==> src/sfs_map.svh <==
/*
 * Register offsets, field positions, reset values, keys and timing counts of the
 * system fault supervisor. Assumes a byte-addressed Wishbone bus with 32-bit data
 * and a 25 MHz system clock.
 */
// How it works
// - Clock detector counts internal oscillator edges.
// - Detector flags only total reference clock loss.
// - Detector enabled at reset, software may disable.
// - Recovery watchdog resets after unrecovered fatal interrupt.
// - Recovery timeout set by writable period register.
// - Shadow flags cleared only by power-on reset.
// - Flags copied to shadow before warm reset.
// - Critical writes need correct upper-half key.
// - Per-peripheral clock gate, gated after reset.
// - Lock bit freezes clock gate configuration.
// - Lock blocks writes; only reset clears lock.
// - Per-peripheral soft reset, released after reset.
// - Status register accumulates reset causes until cleared.
// - Error status pin signals critical internal error.
// - Force bit sets clock-fail flag like real fault.
// - Oscillator-off test fakes lost reference clock.
// - Non-power-on resets triggerable, recorded, correctly scoped.
// - Watchdog service allowed only inside programmed window.
// - Control bit picks watchdog interrupt or reset.
// - Wrong key or expiry triggers watchdog response.
// - Software-raised fatal interrupt drives error status.
`ifndef SFS_MAP_SVH
`define SFS_MAP_SVH

`define SFS_OFF_CLK_DET 8'h00
`define SFS_OFF_FLAGS 8'h04
`define SFS_OFF_FLAG_CLR 8'h08
`define SFS_OFF_FLAG_FRC 8'h0C
`define SFS_OFF_RWD_PRD 8'h10
`define SFS_OFF_RWD_CNT 8'h14
`define SFS_OFF_SHADOW 8'h18
`define SFS_OFF_RST_CAUSE 8'h1C
`define SFS_OFF_WD_CTRL 8'h20
`define SFS_OFF_WD_WIN 8'h24
`define SFS_OFF_WD_KEY 8'h28
`define SFS_OFF_WD_CNT 8'h2C
`define SFS_OFF_CLK_GATE 8'h30
`define SFS_OFF_SOFT_RST 8'h34
`define SFS_OFF_LOCK 8'h38
`define SFS_OFF_SW_RST 8'h3C

`define SFS_WRITE_KEY 16'h5A5A
`define SFS_SERVICE_KEY 16'hA5C3

`define SFS_CD_DISABLE_BIT 0
`define SFS_CD_OSC_OFF_BIT 1
`define SFS_CD_MISSING_BIT 2
`define SFS_FLAG_W 2
`define SFS_FLAG_CLK_FAIL_BIT 0
`define SFS_FLAG_SW_BIT 1
`define SFS_CAUSE_W 5
`define SFS_CAUSE_POR_BIT 0
`define SFS_CAUSE_EXT_BIT 1
`define SFS_CAUSE_WD_BIT 2
`define SFS_CAUSE_RWD_BIT 3
`define SFS_CAUSE_SW_BIT 4
`define SFS_WD_INT_SEL_BIT 0
`define SFS_WD_EN_BIT 1
`define SFS_LOCK_GATE_BIT 0
`define SFS_LOCK_SOFT_BIT 1

`define SFS_RWD_PRD_RST 16'h1000
`define SFS_WD_LO_RST 16'h0000
`define SFS_WD_HI_RST 16'hFFFF
`define SFS_MCD_OSC_EDGES 8'h08

`define SFS_CLK_MHZ 25
`define SFS_WARM_RST_NS 400
`define SFS_WARM_RST_CYC ((`SFS_WARM_RST_NS * `SFS_CLK_MHZ + 999) / 1000)

`endif

==> src/sfs_pkg.sv <==
/*
 * Types shared by the system fault supervisor files.
 * Assumes nothing beyond a SystemVerilog compiler.
 */
package sfs_pkg;

    typedef enum logic {
        WRST_IDLE,
        WRST_HOLD
    } sfs_wrst_e;

    typedef logic [15:0] sfs_count_t;

endpackage : sfs_pkg

==> src/sfs_supervisor.sv <==
/*
 * System fault supervisor: clock detector control, fatal interrupt flags with
 * recovery watchdog and shadow store, windowed watchdog, reset sequencing and
 * cause latch, peripheral clock gates and soft resets, Wishbone register file.
 * Assumes rst_i is the power-on reset and that pins are asynchronous.
 */
`timescale 1ns/1ps
`include "sfs_map.svh"

module sfs_supervisor #(
    parameter int NUM_PERIPH = 8,
    parameter int WARM_RST_CYC = `SFS_WARM_RST_CYC
) (
    // Clock and power-on reset
    input wire logic clk_i,
    input wire logic rst_i,
    // Wishbone slave
    input wire logic cyc_i,
    input wire logic stb_i,
    input wire logic we_i,
    input wire logic [7:0] adr_i,
    input wire logic [3:0] sel_i,
    input wire logic [31:0] dat_i,
    output logic [31:0] dat_o,
    output logic ack_o,
    // Clock detector pins
    input wire logic osc_i,
    input wire logic ref_clk_i,
    // External warm reset request, active low
    input wire logic ext_warm_rst_n_i,
    // Status and reset outputs
    output logic error_status_o,
    output logic fatal_int_o,
    output logic wd_int_o,
    output logic warm_rst_o,
    // Peripheral controls
    output logic [NUM_PERIPH-1:0] periph_clk_en_o,
    output logic [NUM_PERIPH-1:0] periph_rst_o
);

    localparam logic [15:0] WARM_LAST = 16'(WARM_RST_CYC - 1);

    logic ack_reg;
    logic [31:0] dat_reg;
    logic [31:0] rdata;
    logic bus_req;
    logic wr_en;
    logic soft_rst;

    logic mcd_disable_reg;
    logic osc_off_reg;
    logic missing_sts_reg;
    logic missing;
    logic missing_d_reg;

    logic [`SFS_FLAG_W-1:0] flags_reg;
    logic [`SFS_FLAG_W-1:0] flag_set;
    logic [`SFS_FLAG_W-1:0] flag_clr;
    logic [`SFS_FLAG_W-1:0] shadow_reg;
    sfs_pkg::sfs_count_t rwd_prd_reg;
    sfs_pkg::sfs_count_t rwd_cnt_reg;
    logic rwd_expire;

    logic wd_int_sel_reg;
    logic wd_en_reg;
    sfs_pkg::sfs_count_t wd_lo_reg;
    sfs_pkg::sfs_count_t wd_hi_reg;
    sfs_pkg::sfs_count_t wd_cnt_reg;
    logic wd_err;
    logic wd_service_ok;
    logic wd_int_reg;

    logic [NUM_PERIPH-1:0] gate_en_reg;
    logic [NUM_PERIPH-1:0] soft_rst_reg;
    logic lock_gate_reg;
    logic lock_soft_reg;

    logic [2:0] ext_sync_reg;
    logic ext_lvl_reg;
    logic ext_fall;
    logic sw_rst_req;

    logic [`SFS_CAUSE_W-1:0] cause_reg;
    logic [`SFS_CAUSE_W-1:0] cause_new;
    logic warm_req;
    sfs_pkg::sfs_wrst_e wrst_state_reg;
    logic [15:0] wrst_cnt_reg;

    function automatic logic key_ok(input logic [31:0] d);
        return d[31:16] == `SFS_WRITE_KEY;
    endfunction : key_ok

    function automatic logic wr_hit(input logic en, input logic [7:0] a, input logic [7:0] off);
        return en && (a == off);
    endfunction : wr_hit

    // Bus: one wait state, every access is acknowledged, partial writes ignored.
    assign bus_req = cyc_i && stb_i && !ack_reg;
    assign wr_en = bus_req && we_i && (sel_i == 4'hF);
    assign soft_rst = rst_i || (wrst_state_reg == sfs_pkg::WRST_HOLD);

    always_ff @(posedge clk_i) begin
        if (rst_i) begin
            ack_reg <= 1'b0;
        end else begin
            ack_reg <= bus_req;
        end
    end

    always_ff @(posedge clk_i) begin
        if (rst_i) begin
            dat_reg <= 32'h0000_0000;
        end else if (bus_req && !we_i) begin
            dat_reg <= rdata;
        end
    end

    always_comb begin
        rdata = 32'h0000_0000;
        unique case (adr_i)
            `SFS_OFF_CLK_DET: begin
                rdata[`SFS_CD_DISABLE_BIT] = mcd_disable_reg;
                rdata[`SFS_CD_OSC_OFF_BIT] = osc_off_reg;
                rdata[`SFS_CD_MISSING_BIT] = missing_sts_reg;
            end
            `SFS_OFF_FLAGS: rdata[`SFS_FLAG_W-1:0] = flags_reg;
            `SFS_OFF_RWD_PRD: rdata[15:0] = rwd_prd_reg;
            `SFS_OFF_RWD_CNT: rdata[15:0] = rwd_cnt_reg;
            `SFS_OFF_SHADOW: rdata[`SFS_FLAG_W-1:0] = shadow_reg;
            `SFS_OFF_RST_CAUSE: rdata[`SFS_CAUSE_W-1:0] = cause_reg;
            `SFS_OFF_WD_CTRL: begin
                rdata[`SFS_WD_INT_SEL_BIT] = wd_int_sel_reg;
                rdata[`SFS_WD_EN_BIT] = wd_en_reg;
            end
            `SFS_OFF_WD_WIN: rdata = {wd_hi_reg, wd_lo_reg};
            `SFS_OFF_WD_CNT: rdata[15:0] = wd_cnt_reg;
            `SFS_OFF_CLK_GATE: rdata[NUM_PERIPH-1:0] = gate_en_reg;
            `SFS_OFF_SOFT_RST: rdata[NUM_PERIPH-1:0] = soft_rst_reg;
            `SFS_OFF_LOCK: begin
                rdata[`SFS_LOCK_GATE_BIT] = lock_gate_reg;
                rdata[`SFS_LOCK_SOFT_BIT] = lock_soft_reg;
            end
            default: rdata = 32'h0000_0000;
        endcase
    end

    // Clock detector control; it comes up enabled so a dead reference is caught
    // before software runs.
    always_ff @(posedge clk_i) begin
        if (soft_rst) begin
            mcd_disable_reg <= 1'b0;
            osc_off_reg <= 1'b0;
        end else if (wr_hit(wr_en, adr_i, `SFS_OFF_CLK_DET) && key_ok(dat_i)) begin
            mcd_disable_reg <= dat_i[`SFS_CD_DISABLE_BIT];
            osc_off_reg <= dat_i[`SFS_CD_OSC_OFF_BIT];
        end
    end

    sfs_mcd #(
        .OSC_EDGES(`SFS_MCD_OSC_EDGES)
    ) u_mcd (
        .clk_i(clk_i),
        .rst_i(soft_rst),
        .osc_i(osc_i),
        .ref_clk_i(ref_clk_i),
        .enable_i(!mcd_disable_reg),
        .osc_off_i(osc_off_reg),
        .missing_o(missing)
    );

    always_ff @(posedge clk_i) begin
        if (soft_rst) begin
            missing_d_reg <= 1'b0;
            missing_sts_reg <= 1'b0;
        end else begin
            missing_d_reg <= missing;
            if (missing) begin
                missing_sts_reg <= 1'b1;
            end else if (wr_hit(wr_en, adr_i, `SFS_OFF_CLK_DET) && key_ok(dat_i)
                         && dat_i[`SFS_CD_MISSING_BIT]) begin
                missing_sts_reg <= 1'b0;
            end
        end
    end

    // Fatal flags: a new event in the clearing cycle survives.
    always_comb begin
        flag_set = '0;
        flag_clr = '0;
        flag_set[`SFS_FLAG_CLK_FAIL_BIT] = missing && !missing_d_reg;
        if (wr_hit(wr_en, adr_i, `SFS_OFF_FLAG_FRC)) begin
            flag_set = flag_set | dat_i[`SFS_FLAG_W-1:0];
        end
        if (wr_hit(wr_en, adr_i, `SFS_OFF_FLAG_CLR)) begin
            flag_clr = dat_i[`SFS_FLAG_W-1:0];
        end
    end

    always_ff @(posedge clk_i) begin
        if (soft_rst) begin
            flags_reg <= '0;
        end else begin
            flags_reg <= (flags_reg & ~flag_clr) | flag_set;
        end
    end

    assign error_status_o = |flags_reg;
    assign fatal_int_o = |flags_reg;

    // Recovery watchdog.
    always_ff @(posedge clk_i) begin
        if (soft_rst) begin
            rwd_prd_reg <= `SFS_RWD_PRD_RST;
        end else if (wr_hit(wr_en, adr_i, `SFS_OFF_RWD_PRD) && key_ok(dat_i)) begin
            rwd_prd_reg <= dat_i[15:0];
        end
    end

    always_ff @(posedge clk_i) begin
        if (soft_rst || !(|flags_reg)) begin
            rwd_cnt_reg <= 16'h0000;
        end else if (!rwd_expire) begin
            rwd_cnt_reg <= rwd_cnt_reg + 16'h0001;
        end
    end

    assign rwd_expire = (|flags_reg) && (rwd_cnt_reg >= rwd_prd_reg);

    // Shadow store survives warm resets; only power-on clears it.
    always_ff @(posedge clk_i) begin
        if (rst_i) begin
            shadow_reg <= '0;
        end else if (wrst_state_reg == sfs_pkg::WRST_IDLE && warm_req) begin
            shadow_reg <= flags_reg;
        end
    end

    // Windowed watchdog; a low bound of zero makes it a plain timeout watchdog.
    always_ff @(posedge clk_i) begin
        if (soft_rst) begin
            wd_int_sel_reg <= 1'b0;
            wd_en_reg <= 1'b1;
            wd_lo_reg <= `SFS_WD_LO_RST;
            wd_hi_reg <= `SFS_WD_HI_RST;
        end else begin
            if (wr_hit(wr_en, adr_i, `SFS_OFF_WD_CTRL) && key_ok(dat_i)) begin
                wd_int_sel_reg <= dat_i[`SFS_WD_INT_SEL_BIT];
                wd_en_reg <= dat_i[`SFS_WD_EN_BIT];
            end
            if (wr_hit(wr_en, adr_i, `SFS_OFF_WD_WIN)) begin
                wd_lo_reg <= dat_i[15:0];
                wd_hi_reg <= dat_i[31:16];
            end
        end
    end

    assign wd_service_ok = wr_hit(wr_en, adr_i, `SFS_OFF_WD_KEY)
                           && (dat_i[15:0] == `SFS_SERVICE_KEY) && (wd_cnt_reg >= wd_lo_reg);
    always_comb begin
        wd_err = 1'b0;
        if (wd_en_reg) begin
            if (wd_cnt_reg >= wd_hi_reg) begin
                wd_err = 1'b1;
            end else if (wr_hit(wr_en, adr_i, `SFS_OFF_WD_KEY) && !wd_service_ok) begin
                wd_err = 1'b1;
            end
        end
    end

    always_ff @(posedge clk_i) begin
        if (soft_rst || !wd_en_reg || wd_err || wd_service_ok) begin
            wd_cnt_reg <= 16'h0000;
        end else begin
            wd_cnt_reg <= wd_cnt_reg + 16'h0001;
        end
    end

    always_ff @(posedge clk_i) begin
        if (soft_rst) begin
            wd_int_reg <= 1'b0;
        end else begin
            wd_int_reg <= wd_err && wd_int_sel_reg;
        end
    end

    assign wd_int_o = wd_int_reg;

    // Peripheral clock gates, soft resets and their set-only locks.
    always_ff @(posedge clk_i) begin
        if (soft_rst) begin
            lock_gate_reg <= 1'b0;
            lock_soft_reg <= 1'b0;
        end else if (wr_hit(wr_en, adr_i, `SFS_OFF_LOCK) && key_ok(dat_i)) begin
            lock_gate_reg <= lock_gate_reg | dat_i[`SFS_LOCK_GATE_BIT];
            lock_soft_reg <= lock_soft_reg | dat_i[`SFS_LOCK_SOFT_BIT];
        end
    end

    always_ff @(posedge clk_i) begin
        if (soft_rst) begin
            gate_en_reg <= '0;
        end else if (wr_hit(wr_en, adr_i, `SFS_OFF_CLK_GATE) && key_ok(dat_i)
                     && !lock_gate_reg) begin
            gate_en_reg <= dat_i[NUM_PERIPH-1:0];
        end
    end

    always_ff @(posedge clk_i) begin
        if (soft_rst) begin
            soft_rst_reg <= '0;
        end else if (wr_hit(wr_en, adr_i, `SFS_OFF_SOFT_RST) && key_ok(dat_i)
                     && !lock_soft_reg) begin
            soft_rst_reg <= dat_i[NUM_PERIPH-1:0];
        end
    end

    // Each soft reset reaches only its own peripheral.
    assign periph_clk_en_o = gate_en_reg;
    assign periph_rst_o = soft_rst_reg | {NUM_PERIPH{soft_rst}};

    // External warm reset pin: three stages, change accepted when the second and third stages agree.
    always_ff @(posedge clk_i) begin
        if (rst_i) begin
            ext_sync_reg <= 3'h7;
            ext_lvl_reg <= 1'b1;
        end else begin
            ext_sync_reg <= {ext_sync_reg[1:0], ext_warm_rst_n_i};
            if (ext_sync_reg[1] == ext_sync_reg[2]) begin
                ext_lvl_reg <= ext_sync_reg[2];
            end
        end
    end

    assign ext_fall = (ext_sync_reg[1] == ext_sync_reg[2]) && !ext_sync_reg[2] && ext_lvl_reg;
    assign sw_rst_req = wr_hit(wr_en, adr_i, `SFS_OFF_SW_RST) && key_ok(dat_i);

    always_comb begin
        cause_new = '0;
        cause_new[`SFS_CAUSE_EXT_BIT] = ext_fall;
        cause_new[`SFS_CAUSE_WD_BIT] = wd_err && !wd_int_sel_reg;
        cause_new[`SFS_CAUSE_RWD_BIT] = rwd_expire;
        cause_new[`SFS_CAUSE_SW_BIT] = sw_rst_req;
    end

    // Requests arriving during the hold are dropped; the hold already resets all.
    assign warm_req = |cause_new;

    // Cause bits pile up until software clears them; a new cause beats a clear.
    always_ff @(posedge clk_i) begin
        if (rst_i) begin
            cause_reg <= `SFS_CAUSE_W'(1) << `SFS_CAUSE_POR_BIT;
        end else begin
            cause_reg <= (cause_reg & ~((wr_hit(wr_en, adr_i, `SFS_OFF_RST_CAUSE))
                         ? dat_i[`SFS_CAUSE_W-1:0] : '0))
                         | ((wrst_state_reg == sfs_pkg::WRST_IDLE) ? cause_new : '0);
        end
    end

    // Warm reset sequencer: shadow capture and entry into the hold both happen
    // on the request edge.
    always_ff @(posedge clk_i) begin
        if (rst_i) begin
            wrst_state_reg <= sfs_pkg::WRST_IDLE;
            wrst_cnt_reg <= 16'h0000;
        end else begin
            unique case (wrst_state_reg)
                sfs_pkg::WRST_IDLE: begin
                    wrst_cnt_reg <= 16'h0000;
                    if (warm_req) begin
                        wrst_state_reg <= sfs_pkg::WRST_HOLD;
                    end
                end
                sfs_pkg::WRST_HOLD: begin
                    wrst_cnt_reg <= wrst_cnt_reg + 16'h0001;
                    if (wrst_cnt_reg == WARM_LAST) begin
                        wrst_state_reg <= sfs_pkg::WRST_IDLE;
                    end
                end
            endcase
        end
    end

    assign warm_rst_o = (wrst_state_reg == sfs_pkg::WRST_HOLD);
    assign ack_o = ack_reg;
    assign dat_o = dat_reg;

endmodule : sfs_supervisor

==> src/sfs_mcd.sv <==
/*
 * Missing clock detector: measures the reference clock against the internal
 * oscillator. Assumes both arrive as asynchronous pins slower than half clk_i.
 */
`timescale 1ns/1ps
`include "sfs_map.svh"

module sfs_mcd #(
    parameter logic [7:0] OSC_EDGES = `SFS_MCD_OSC_EDGES
) (
    // Clock and reset
    input wire logic clk_i,
    input wire logic rst_i,
    // Monitored pins
    input wire logic osc_i,
    input wire logic ref_clk_i,
    // Control and result
    input wire logic enable_i,
    input wire logic osc_off_i,
    output logic missing_o
);

    logic [2:0] osc_sync_reg;
    logic [2:0] ref_sync_reg;
    logic ref_lvl_reg;
    logic [7:0] edge_cnt_reg;
    logic osc_rise;
    logic ref_rise;

    always_ff @(posedge clk_i) begin
        if (rst_i) begin
            osc_sync_reg <= 3'h0;
            ref_sync_reg <= 3'h0;
        end else begin
            osc_sync_reg <= {osc_sync_reg[1:0], osc_i};
            ref_sync_reg <= {ref_sync_reg[1:0], ref_clk_i};
        end
    end

    // A reference change counts only once the second and third stages agree. An
    // oscillator phase may hold for barely one clk_i period, which that filter would
    // swallow, so oscillator rises are taken straight from the last two stages.
    assign osc_rise = osc_sync_reg[1] && !osc_sync_reg[2];
    assign ref_rise = (ref_sync_reg[1] == ref_sync_reg[2]) && ref_sync_reg[2] && !ref_lvl_reg;

    always_ff @(posedge clk_i) begin
        if (rst_i) begin
            ref_lvl_reg <= 1'b0;
        end else if (ref_sync_reg[1] == ref_sync_reg[2]) begin
            ref_lvl_reg <= ref_sync_reg[2];
        end
    end

    // Only total silence of the reference is caught; a slow but live reference
    // still clears the count, so drift goes unseen by design.
    always_ff @(posedge clk_i) begin
        if (rst_i || !enable_i) begin
            edge_cnt_reg <= 8'h00;
        end else if (ref_rise && !osc_off_i) begin
            edge_cnt_reg <= 8'h00;
        end else if (osc_rise && edge_cnt_reg != OSC_EDGES) begin
            edge_cnt_reg <= edge_cnt_reg + 8'h01;
        end
    end

    assign missing_o = enable_i && (edge_cnt_reg == OSC_EDGES);

endmodule : sfs_mcd

==> config.mk <==
export PLATFORM = sky130hd
export DESIGN_NAME = sfs_supervisor
export DESIGN_NICKNAME = d
export VERILOG_FILES = /design/src/sfs_pkg.sv /design/src/sfs_supervisor.sv /design/src/sfs_mcd.sv
export VERILOG_INCLUDE_DIRS = /design/src
export SDC_FILE = /design/constraint.sdc
export NUM_CORES = 1
export LEC_CHECK = 0
export BUFFER_PORTS_ARGS = -buffer_cell sky130_fd_sc_hd__buf_2
export CORE_ASPECT_RATIO = 0.8
export CORE_MARGIN = 5
export CORE_UTILIZATION = 40
export CTS_CLUSTER_DIAMETER = 100
export DETAILED_ROUTE_END_ITERATION = 8
export HOLD_SLACK_MARGIN = 0.02
export PLACE_DENSITY = 0.64
export SETUP_SLACK_MARGIN = 0.02
export SYNTH_ARGS = -nofsm -noshare
export SYNTH_HDL_FRONTEND = slang
export SYNTH_SLANG_ARGS = --single-unit
export TNS_END_PERCENT = 30
==> constraint.sdc <==
create_clock -name clk_i -period 4.48 [get_ports clk_i]
set_clock_uncertainty 0.2 [all_clocks]
set_input_delay 0.672 -clock clk_i [delete_from_list [all_inputs] [get_ports clk_i]]
set_output_delay 0.672 -clock clk_i [all_outputs]
set_load 0.1 [all_outputs]
==> impl_metrics.py <==
metrics = {
    "layout": {
        "diodes": 0,
        "fill_cells": 2116,
        "multiInputGateArea_um2": 4820,
        "seq_area_um2": 3660,
        "layout.nets": 1241,
        "drive_gt1_share_pct": 15.0,
        "areaGrowthSynthToFinish_pct": 15.7,
        "final_area_um2": 10300,
        "largest_register_ffs": 32,
    },
    "drt": {
        "wl_per_cell_um": 17.7,
        "drcViolationCount": 0,
        "antenna_left": 0,
        "drt-total-wl_mm": 25.5,
        "via_per_inst": 5.47,
        "initialDrtViolationCount": 706,
        "drt-pass1-iter-count": 5,
        "vias": 7904,
    },
    "synth": {
        "ys_seq_elements": 183,
        "synth_top_area_cell": "dfxtp_1",
        "syn-instance-count": 1050,
        "async_reset_ff_share_pct": 0,
        "ys_types": 65,
        "yosysWarnings": 0,
        "ys_seq_area_share_pct": 41.0,
        "syn_area_per_cell_um2": 8.51,
        "syn-num-nets": 1158,
        "yosys.area.top_type_share_pct": 41.0,
        "syn_area_um2": 8930,
        "synth.area.top_cells": "dfxtp_1 (41%), ha_1 (7.8%), nand2_1 (5.6%)",
        "synth_edf_count": 0,
        "ys.flop_type": "dfxtp_1",
    },
    "critical_path": {
        "r2r_cells": 9,
        "critPathKind": "reg -> reg",
        "worst_setup_path_start_kind": "register",
        "crit_path_end_kind": "register",
        "path_max_fanout": 15,
        "r2r_setup_slack_ns": 1.49,
        "r2r-start": "rwd_prd_reg[10]",
        "reg2reg_to": "shadow_reg[0]",
        "worstPathRequired_ns": 4.64,
        "cp.arrival_ns": 3.14,
    },
    "clock_network": {
        "postCtsResizedCells": 0,
        "root_buffer": "clkbuf_16",
        "clk_latency_ns": 0.43,
        "post_cts_buffers": 0,
        "clock-sinks": 183,
        "postCtsHoldBufs": 0,
        "clk_pin_slew_worst_paths_ns": 0.07,
        "clock_path_buffers": 2,
        "cts_buffers": 17,
        "tritoncts": "yes",
        "cts_htree_levels": 4,
    },
    "placement": {
        "hpwl_mm": 18.7,
        "gp_congestion": 0.870,
        "io_buffers": 104,
        "pre_cts_ws_ns": 1.23,
        "place_area_um2": 9700,
    },
    "worst_hold_path": {
        "min-delay-path-class": "reg -> reg",
        "hold_depth": 1,
        "hp-start": "u_mcd.ref_sync_reg[0]",
        "holdPathEnd": "u_mcd.ref_sync_reg[1]",
    },
    "power_and_ir_drop": {
        "p_per_area_nw_per_um2": 340,
        "vdd_ir_drop_max_v": 0.000253,
        "power_uw": 3520,
        "p_leak_uw": 0.00412,
    },
    "sta": {
        "relSlewSlack_pct": 41.7,
        "fmaxAchievable_ghz": 0.335,
        "rsz0062_at_grt": "no",
        "slew_viol_final": 0,
        "worstMarginPinSlew_ns": 0.875,
        "min_period_ns": 2.99,
        "fin_setup_tns_ns": 0,
        "finalSetupViolations": 0,
        "post-route-period-util_pct": 66.6,
        "hold_viol_final": 0,
        "worst_slack_ns": 1.49,
    },
    "grt": {
        "grt_max_degree": 50,
        "grt.total_usage_pct": 20.0,
        "grt_pass1_wl_mm": 40.5,
        "overflow": 0,
        "grt_pass1_vias": 7441,
        "antenna_found_initial": 0,
    },
    "floorplanning": {
        "start_util_pct": 41.0,
        "fp-row-count": 48,
        "core_um2": 21800,
        "die_x_um": 177,
        "fp.dieH_um": 144,
        "die_area_um2": 25400,
        "io_pins": 105,
    },
    "run": {
        "drv_cap": 0,
    },
    "run_status": {
        "status": "finished clean",
    },
}
-- how the worst max path moves through the flow --
stage	start	to	slack (ns)	cells after the start
2_1_floorplan	warm_rst_o	periph_rst_o[0]	1.63	2
3_3_place_gp	stb_i	soft_rst_reg[7]	1.29	7
3_5_place_dp	stb_i	periph_clk_en_o[7]	1.23	7
4_1_cts	rwd_cnt_reg[10]	shadow_reg[0]	1.52	8
5_1_grt	rwd_cnt_reg[11]	shadow_reg[1]	1.28	8
6_report	rwd_prd_reg[10]	shadow_reg[0]	1.49	9
-- layout by cell type (no fill, tap or decap), types with 7 or more instances in the layout --
cell,count
a221oi_1,9
a22oi_1,24
a311oi_1,10
buf_4,11
nand3_1,58
nor2_1,118
nand4_1,17
xnor2_1,20
xor2_1,25
nand2_1,132
o21ai_0,15
nand2b_1,7
ha_1,56
clkbuf_16,17
and4_1,9
buf_2,104
a21oi_1,71
mux2i_1,25
nor3_1,12
or3_1,14
dfxtp_1,183
and2_1,10
o211ai_1,17
inv_1,63
-- cell usage after synthesis (15+ instances only) --
cell type and instances:
o21ai_0 15, buf_2 18, o211ai_1 17, nand4_1 17
inv_1 63, xor2_1 25, nand2_1 133, xnor2_1 20
nor2_1 121, dfxtp_1 183, ha_1 56, nand3_1 58
mux2i_1 25, clkbuf_1 31, a22oi_1 24, a21oi_1 71
-- where the power goes --
part | internal, uW | total (uW) | switching (uW) | leakage (uW)
clock | 992 | 1640 | 650 | 0.000304
sequential | 1640 | 1650 | 11.8 | 0.00148
combinational | 52.5 | 223 | 170 | 0.00234
-- stage by stage --
stage / utilization, % / cells / hold slack (ns)
after global routing: 47.4 / 1446 / 0.226
final: 47.4 / 1446 / 0.227
after floorplan: - / 1050 / 0.189
after detailed placement: 44.5 / 1414 / 0.215
after CTS: 47.4 / 1446 / 0.222
after global placement: 44.5 / 1414 / 0.198
-- per-layer routing --
metal	part of all wire [%]	GRT usage, %	up-vias
met5	0	0	-
met4	1.8	5.45	0
met3	8.4	5.05	34
met2	41	29.3	298
met1	49	29.2	3701
li1	-	-	3871
-- worst max-delay path: stages (launching register included) --
cell,delay (ns)
dfxtp_1,0.40
inv_1,0.07
ha_1,0.32
and4_1,0.21
nor2b_1,0.15
o31ai_1,0.25
o221ai_2,0.40
a221o_1,0.43
a32oi_2,0.27
mux2i_1,0.21
-- cells by family (layout without fill, tap and decap cells) --
| group | Yosys count | count (layout) | synth area share [%] |
|---|---|---|---|
| adders and majority gates | 56 | 56 | 7.84 |
| xor gates and xnor gates | 45 | 45 | 4.41 |
| AOI/OAI and AO/OA | 198 | 198 | 15.3 |
| muxes | 27 | 27 | 3.05 |
| and+or+nand+nor | 426 | 426 | 23.2 |
| DFF | 183 | 183 | 41.0 |
| buffers and inverters | 115 | 211 | 5.17 |
-- final cells by class --
type / count / area share (%)
multi-input cells: 752 / 46.6
flip-flops and latches: 183 / 35.4
repair buffers: 115 / 5.83
clock buffers: 20 / 4.22
well taps: 300 / 3.63
inverters: 64 / 2.32
clock inverters: 12 / 1.95
(Power assumes the default switching activity.)
